--- src/crap_pkg.sv ---
// Purpose: Shared constants for the cyclic register access port.
// Assumes: One 100 MHz clock, asynchronous active-low reset.
// Notes:   Control byte fields, register numbers and code word.
package crap_pkg;
  localparam int           CTRL_REG_BIT    = 7;
  localparam int           CTRL_WR_BIT     = 6;
  localparam int           ADDR_W          = 6;
  localparam int           NUM_REGS        = 64;
  localparam logic [5:0]   REG_FW_VERSION  = 6'h09;
  localparam logic [5:0]   REG_UNLOCK_CODE = 6'h1F;
  localparam logic [5:0]   REG_FEATURE     = 6'h20;
  localparam logic [15:0]  UNLOCK_WORD     = 16'h1235;
  localparam logic [15:0]  UNLOCK_RESET    = 16'h0000;
  localparam logic [15:0]  FEATURE_RESET   = 16'h0000;
  localparam logic [15:0]  USER_RESET      = 16'h0000;
  localparam logic [7:0]   STATUS_RESET    = 8'h00;
  // APB map of the controller's own registers.
  localparam logic [11:0]  APB_CMD         = 12'h000;
  localparam logic [11:0]  APB_WDATA       = 12'h004;
  localparam logic [11:0]  APB_STATUS      = 12'h008;
  localparam logic [11:0]  APB_RDATA       = 12'h00C;
  localparam logic [11:0]  APB_PDATA       = 12'h010;
  localparam int           ST_BUSY_BIT     = 0;
  localparam int           ST_DONE_BIT     = 1;
endpackage : crap_pkg

--- src/crap_if.sv ---
// Purpose: Cyclic process image between controller and terminal.
// Assumes: Both ends run on the same clock.
// Notes:   Control byte plus word out, status byte plus word in.
`timescale 1ns/10ps
interface crap_if;
  logic [7:0]  ctrl_byte;
  logic [15:0] output_data_word;
  logic [7:0]  status_byte;
  logic [15:0] input_data_word;
  modport term (input ctrl_byte, input output_data_word,
                output status_byte, output input_data_word);
  modport ctrl (output ctrl_byte, output output_data_word,
                input status_byte, input input_data_word);
endinterface : crap_if

--- src/crap_terminal.sv ---
// Purpose: Terminal end of the register access path.
// Assumes: Request fields arrive from logic on the same clock.
// Notes:   Each request is served once, then answered until it changes.
`timescale 1ns/10ps
module crap_terminal #(
  parameter logic [15:0] FW_VERSION = 16'h3132 // Arbitrary version characters.
) (
  // Clock and reset
  input  wire logic        i_clk,
  input  wire logic        i_rst_n,
  // Process image
  crap_if.term             link,
  // Process data and active configuration
  output logic [15:0]      o_process_out,
  output logic [15:0]      o_active_feature,
  output logic             o_unlocked
);
  logic [15:0] regs_reg [crap_pkg::NUM_REGS];
  logic [7:0]  last_ctrl_reg;
  logic        served_reg;
  logic [7:0]  status_reg;
  logic [15:0] in_word_reg;
  logic        unlocked_reg;
  logic [15:0] active_feature_reg;
  logic        boot_reg;
  logic        req;
  logic        wr;
  logic [5:0]  addr;
  logic        wr_ok;

  assign req   = link.ctrl_byte[crap_pkg::CTRL_REG_BIT];
  assign wr    = link.ctrl_byte[crap_pkg::CTRL_WR_BIT];
  assign addr  = link.ctrl_byte[crap_pkg::ADDR_W-1:0];
  assign wr_ok = unlocked_reg || (addr == crap_pkg::REG_UNLOCK_CODE);

  assign link.status_byte     = status_reg;
  assign link.input_data_word = in_word_reg;

  ////////////////////////////////////////////////////////////////////////////
  // A new request is recognised by a change of control byte.
  always_ff @(posedge i_clk or negedge i_rst_n) begin
    if (!i_rst_n) begin
      last_ctrl_reg <= 8'h00;
      served_reg    <= 1'b0;
    end else begin
      last_ctrl_reg <= link.ctrl_byte;
      served_reg    <= req && (served_reg ? last_ctrl_reg == link.ctrl_byte : 1'b1);
    end
  end

  ////////////////////////////////////////////////////////////////////////////
  // Register array; only writes change it, reads never do.
  always_ff @(posedge i_clk or negedge i_rst_n) begin
    if (!i_rst_n) begin
      for (int i = 0; i < crap_pkg::NUM_REGS; i++) begin
        regs_reg[i] <= crap_pkg::USER_RESET;
      end
    end else if (req && wr && wr_ok && !(served_reg && last_ctrl_reg == link.ctrl_byte)) begin
      regs_reg[addr] <= link.output_data_word;
    end
  end

  always_ff @(posedge i_clk or negedge i_rst_n) begin
    if (!i_rst_n) begin
      unlocked_reg <= 1'b0;
    end else if (req && wr && addr == crap_pkg::REG_UNLOCK_CODE) begin
      unlocked_reg <= (link.output_data_word == crap_pkg::UNLOCK_WORD);
    end
  end

  ////////////////////////////////////////////////////////////////////////////
  // Answer path.
  always_ff @(posedge i_clk or negedge i_rst_n) begin
    if (!i_rst_n) begin
      status_reg  <= crap_pkg::STATUS_RESET;
      in_word_reg <= 16'h0000;
    end else if (!req) begin
      status_reg  <= crap_pkg::STATUS_RESET;
      in_word_reg <= 16'h0000;
    end else if (wr) begin
      status_reg  <= link.ctrl_byte & 8'hBF;
      in_word_reg <= 16'h0000;
    end else begin
      status_reg  <= link.ctrl_byte;
      if (addr == crap_pkg::REG_FW_VERSION) begin
        in_word_reg <= FW_VERSION;
      end else begin
        in_word_reg <= regs_reg[addr];
      end
    end
  end

  ////////////////////////////////////////////////////////////////////////////
  // Process data passes through only outside register mode.
  always_ff @(posedge i_clk or negedge i_rst_n) begin
    if (!i_rst_n) begin
      o_process_out <= 16'h0000;
    end else if (!req) begin
      o_process_out <= link.output_data_word;
    end
  end

  // Configuration takes effect only once, after reset is released.
  always_ff @(posedge i_clk or negedge i_rst_n) begin
    if (!i_rst_n) begin
      boot_reg           <= 1'b1;
      active_feature_reg <= crap_pkg::FEATURE_RESET;
    end else if (boot_reg) begin
      boot_reg           <= 1'b0;
      active_feature_reg <= regs_reg[crap_pkg::REG_FEATURE];
    end
  end

  assign o_active_feature = active_feature_reg;
  assign o_unlocked       = unlocked_reg;
endmodule : crap_terminal

--- src/flat_wrapper.sv ---
// flat-port wrapper written by rule: the top's interface ports become plain ports
module crap_terminal_flat 
#(
  parameter logic [15:0] FW_VERSION = 16'h3132                                 
)
  (i_clk, i_rst_n, o_process_out, o_active_feature, o_unlocked, link_ctrl_byte, link_output_data_word, link_status_byte, link_input_data_word);
  crap_if link_i ();
  input  wire logic i_clk;
  input  wire logic i_rst_n;
  output logic [15:0] o_process_out;
  output logic [15:0] o_active_feature;
  output logic o_unlocked;
  input wire logic [$bits(link_i.ctrl_byte)-1:0] link_ctrl_byte;
  input wire logic [$bits(link_i.output_data_word)-1:0] link_output_data_word;
  output wire logic [$bits(link_i.status_byte)-1:0] link_status_byte;
  output wire logic [$bits(link_i.input_data_word)-1:0] link_input_data_word;
  assign link_i.ctrl_byte = link_ctrl_byte;
  assign link_i.output_data_word = link_output_data_word;
  assign link_status_byte = link_i.status_byte;
  assign link_input_data_word = link_i.input_data_word;
  crap_terminal #(.FW_VERSION(FW_VERSION)) u_core (.i_clk(i_clk), .i_rst_n(i_rst_n), .link(link_i), .o_process_out(o_process_out), .o_active_feature(o_active_feature), .o_unlocked(o_unlocked));
endmodule
--- config.mk ---
export PLATFORM = sky130hd
export DESIGN_NAME = crap_terminal_flat
export DESIGN_NICKNAME = d
export VERILOG_FILES = /design/src/crap_pkg.sv /design/src/crap_if.sv /design/src/crap_terminal.sv /design/src/flat_wrapper.sv
export SDC_FILE = /design/constraint.sdc
export NUM_CORES = 1
export LEC_CHECK = 0
export ABC_AREA = 1
export BUFFER_PORTS_ARGS = -buffer_cell sky130_fd_sc_hd__buf_4
export CAP_MARGIN = 10
export CORE_AREA = 2 2 351 353
export DETAILED_ROUTE_END_ITERATION = 16
export DIE_AREA = 0 0 353 355
export PLACE_DENSITY = 0.63
export SYNTH_ARGS = -nofsm -noshare
export SYNTH_HDL_FRONTEND = slang
export SYNTH_SLANG_ARGS = --single-unit
--- constraint.sdc ---
create_clock -name i_clk -period 2.51 [get_ports i_clk]
set_input_delay 0.3765 -clock i_clk [delete_from_list [all_inputs] [get_ports i_clk]]
set_output_delay 0.3765 -clock i_clk [all_outputs]
set_load 0.02 [all_outputs]
# After elaboration in Yosys (flattened, before gate mapping)
# Cells that the tools add are included.
# word_totals
in_bits	26
elab_cells	99
reg_bits	1091
# classes
bitwise	1
magnitude_cmp	2
eq_ne	4
muxes	11
reduce_logical	9
# ops
cell	n
1024-bit bitwise mux	1
16-bit binary-select mux with 6-bit select	1
16-bit demux with 6-bit select	1
16-bit 2-to-1 mux	6
16-bit by 13-bit == test with 1-bit output (second input constant)	1
8-bit == test	1
8-bit 2-to-1 mux	1
7-bit greater-or-equal comparator (second input constant)	1
1-bit logical AND	7
7-bit by 1-bit less-than comparator with 1-bit output (second input constant)	1
6-bit inverter with 7-bit output	1
6-bit by 4-bit == test with 1-bit output (second input constant)	1
6-bit by 5-bit == test with 1-bit output (second input constant)	1
1-bit logical NOT	1
1-bit logical OR	1
1-bit 2-to-1 mux	1

# Logic depth before layout (Yosys ltp)
# depth
depth_word	7
ltp_mapped	15

# Worst setup path before layout
# Ideal clock, no wire load.
# synth_path
path_kind	input port to flip-flop
from	input link_ctrl_byte[3]
to	register u_core.regs_reg[341] in the netlist's numbering
t_arrival_ps	1989
required_time_ps	2393
n_path_buf	3
path_stages	12
slack_ps	404
cell_sequence	buf_2 -> nand3_1 -> nor2_2 -> nand3_1 -> nand2_1 -> nand2_4 -> nor2_2 -> buf_4 -> nand2_1 -> buf_2 -> nand2_1 -> nand2_1
# synth_via
elab_chain_cells	6
word_cells_on_any_way	14
# synth_lines
item	line_no	text
from (decl)	flat_wrapper.sv:13	input wire logic [$bits(link_i.ctrl_byte)-1:0] link_ctrl_byte;
6-bit inverter with 7-bit output (implied by the code)	crap_terminal.sv:59	regs_reg[addr] <= link.output_data_word;
7-bit greater-or-equal comparator (implied by the code) or 7-bit by 1-bit less-than comparator with 1-bit output (tied branches)	crap_terminal.sv:59	
1-bit logical AND (implied by the code)	crap_terminal.sv:59	
16-bit 2-to-1 mux (implied by the code)	crap_terminal.sv:59	
16-bit demux with 6-bit select	crap_terminal.sv:59	
1024-bit bitwise mux	crap_terminal.sv:59	
to (signal, indexed assignment)	crap_terminal.sv:56	regs_reg[i] <= crap_pkg::USER_RESET;
to (signal, indexed assignment)	crap_terminal.sv:59	
to (decl)	crap_terminal.sv:18	logic [15:0] regs_reg [crap_pkg::NUM_REGS];
# Parallel ways exist; a longest one is shown, timed or not.
# A chain may end at the register's enable or synchronous reset.

# Worst setup path in the final report
# layout_path
from	input link_ctrl_byte[0]
to	register u_core.regs_reg[531] in the netlist's numbering
# Same word-level chain as after synthesis.

==> impl_metrics.py <==
metrics = {
    "finish": {
        "n_antenna_cell": 0,
        "final_area_sq_um": 63900,
        "drive_gt1_frac": 0.0996,
        "nFillCells": 11877,
        "largest_reg_flops": 1018,
        "fin_nets": 7825,
        "area_delta_synth_final_pct": 17.8,
        "finalNonFillerCells": 9518,
    },
    "route": {
        "wl_um": 200000,
        "drtIter0Drc": 6757,
        "wl_per_cell_um": 21.0,
        "drt_first_pass_iters": 8,
        "drc": 0,
        "ant_nets": 0,
        "vias": 52013,
        "viasPerCell": 5.46,
    },
    "yosys": {
        "synthDistinctLibCells": 29,
        "postSynthCellCount": 7732,
        "yosysWarnings": 0,
        "ys_seq_elements": 1083,
        "synth_top_area_share": 0.499,
        "synth_top_area_cell": "dfrtp_1",
        "syn_avg_cell_area_sq_um": 7.02,
        "synth-async-reset-ratio": 1.00,
        "synth-edff-count": 0,
        "syn_area_sq_um": 54200,
        "synthTopCellsByArea": "dfrtp_1 50%, nand2_1 31%, nand3_1 9.5%",
        "ys.flop_type": "dfrtp_1",
        "seq_area_frac_synth": 0.500,
    },
    "clocking": {
        "cts-root-buf": "clkbuf_16",
        "cts.sinks": 1083,
        "cts_tree": "built",
        "clk_latency_ps": 760,
        "clk_transition_reported_paths_ps": 60,
        "postCtsSetupRepairBufs": 0,
        "cts_made_buffers": 119,
        "clock_path_buffers": 3,
        "htree_levels": 3,
    },
    "timing": {
        "fmax_mhz": 411,
        "min_period_over_period": 0.970,
        "skew_ps": 48.2,
        "worstMarginPinSlew_ps": 1280,
        "hold_violations": 0,
        "setup_viol_count_final": 0,
        "drv_slew": 0,
        "period_minus_slack_ps": 2440,
        "rsz0062_at_grt": "false",
        "slew_headroom": 0.140,
        "fin_tns_setup_ps": 0,
    },
    "worst_setup_path": {
        "endpoint": "u_core.regs_reg[531]",
        "regToRegEndpoint": "u_core.regs_reg[522]",
        "critPathKind": "input port to register",
        "cp_data_arrival_time_ps": 3110,
        "worstPathRequired_ps": 3180,
        "worst_setup_path_end_kind": "register",
        "reg2reg_depth": 12,
        "startpoint_type": "input port",
        "cp_max_fo": 16,
        "r2r-start": "u_core.link.status_byte[7]",
        "crit_path_start": "link_ctrl_byte[0]",
        "regToRegSetupSlack_ps": 190,
    },
    "floorplanning": {
        "start_util": 0.447,
        "die_w_um": 353,
        "pin_count": 83,
        "coreArea_sq_um": 121000,
        "die_area_sq_um": 125000,
        "die_h_um": 355,
        "fp-row-count": 128,
    },
    "pwr": {
        "power_density_nw_per_um2": 601,
        "p_leak_nw": 36.4,
        "vdd_drop_max_mv": 0.557,
    },
    "grt": {
        "grt_max_degree": 122,
        "grt_antenna_before_repair": 2,
        "grt_pass1_vias": 48947,
        "grt_pass1_wl_um": 308000,
        "grt_overflow_total": 0,
        "track_usage": 0.317,
    },
    "placed_design": {
        "placedCellCount": 9294,
        "place.port_buffers": 81,
        "dpl_cell_area_sq_um": 59800,
        "gp_congestion": 0.955,
        "dpl.hpwl_um": 130000,
    },
    "min_path": {
        "min_path_type": "input port to register",
    },
    "status": {
        "status": "finished, final reports clean",
    },
    "flow_run": {
        "maxCapViolations": 0,
    },
}
-- kinds of logic (layout without fill, tap and decap cells) --
logic type | Yosys count | in the layout | synth area share
AOI/OAI and AO/OA | 158 | 158 | 0.0159
xor gates and xnor gates | 8 | 8 | 0.00129
buffers and inverters | 700 | 860 | 0.0542
DFF | 1083 | 1083 | 0.500
muxes | 16 | 16 | 0.00332
other | 1 | 2 | 0.0000691
and+or+nand+nor | 5766 | 5766 | 0.426
-- placed cells by master (no fill, tap or decap), drive strengths merged --
master	n
nand3	1035
nor3	7
dfrtp	1082
clkinvlp	5
o211ai	28
mux2	16
or2	17
dlygate4sd3	8
a21oi	17
clkinv	21
nand4	7
o21ai	113
bufinv	9
inv	112
dfstp	1
clkbuf	180
conb	2
nor4	1
nor2	195
xnor2	8
buf	525
nand2	4504
-- area by class of cell --
type,instances,area (sq um),share of cell area
Timing Repair Buffer,534,6000,0.0939
Clock buffer,179,3590,0.0562
Sequential cell,1083,27100,0.424
Multi-Input combinational cell,5950,24300,0.380
Clock inverter,36,448,0.00701
Inverter,111,439,0.00687
Tap cell,1625,2030,0.0318
-- cell usage after synthesis, types with 2 or more instances --
master / number
dfrtp_1: 1082
a21oi_1: 17
nor3_1: 4
nand2_4: 2
buf_1: 49
nor2_4: 3
inv_2: 7
clkbuf_1: 353
nor3_2: 2
nand4_1: 7
buf_6: 7
nor2_1: 187
o211ai_1: 28
nor2_2: 5
nand2_2: 3
inv_1: 103
xnor2_1: 8
buf_4: 15
or2_2: 17
nand2_1: 4499
buf_2: 165
o21ai_0: 113
mux2_2: 16
nand3_1: 1035
-- critical path: stages --
cell and delay [ps]:
dlygate4sd3_1 560, buf_8 160, buf_12 150, nor2_1 300
inv_1 130, buf_12 160, nor2_1 950, nand3_1 180
nand2_1 110
-- power breakdown --
part | switching [mW] | total, mW | internal (mW)
combinational | 2.01 | 2.59 | 0.576
clock | 7.52 | 18.2 | 10.7
sequential | 0.0520 | 17.6 | 17.5
-- layer usage --
metal  wire (um)  share of wire  global-route usage  up-vias
li1            -              -                   -    24112
met1       84900           0.43               0.454    25048
met5          21        0.00011                   0        -
met4        8020          0.040               0.125        4
met2       87800           0.44               0.477     2451
met3       18900          0.095              0.0552      398
-- how the worst min path moves through the flow --
stage                            from                       to  cells past startpoint
floorplan                     i_rst_n  u_core.last_ctrl_reg[0]                      0
global placement              i_rst_n     u_core.regs_reg[616]                      1
detailed placement            i_rst_n     u_core.regs_reg[616]                      1
CTS                 link_ctrl_byte[1]  u_core.last_ctrl_reg[1]                      2
global route        link_ctrl_byte[1]  u_core.last_ctrl_reg[1]                      2
finish              link_ctrl_byte[1]  u_core.last_ctrl_reg[1]                      2
-- what timing repair did --
item	CTS	global route
resized for setup	0	2
endpoints found under the hold margin	154	0
hold buffers	8	0
setup endpoints to repair	0	8
-- per-stage QoR --
step	power, mW	hold slack [ps]	worst slack [ps]	util
after floorplan	18.9	80.9	404	-
after global placement	20.4	361	-52.3	0.492
after detailed placement	20.4	349	-72.0	0.492
after CTS	38.6	30.3	214	0.526
after global routing	39.5	60.0	31.2	0.527
final	38.4	64.6	74.9	0.527
(Power assumes the default switching activity.)
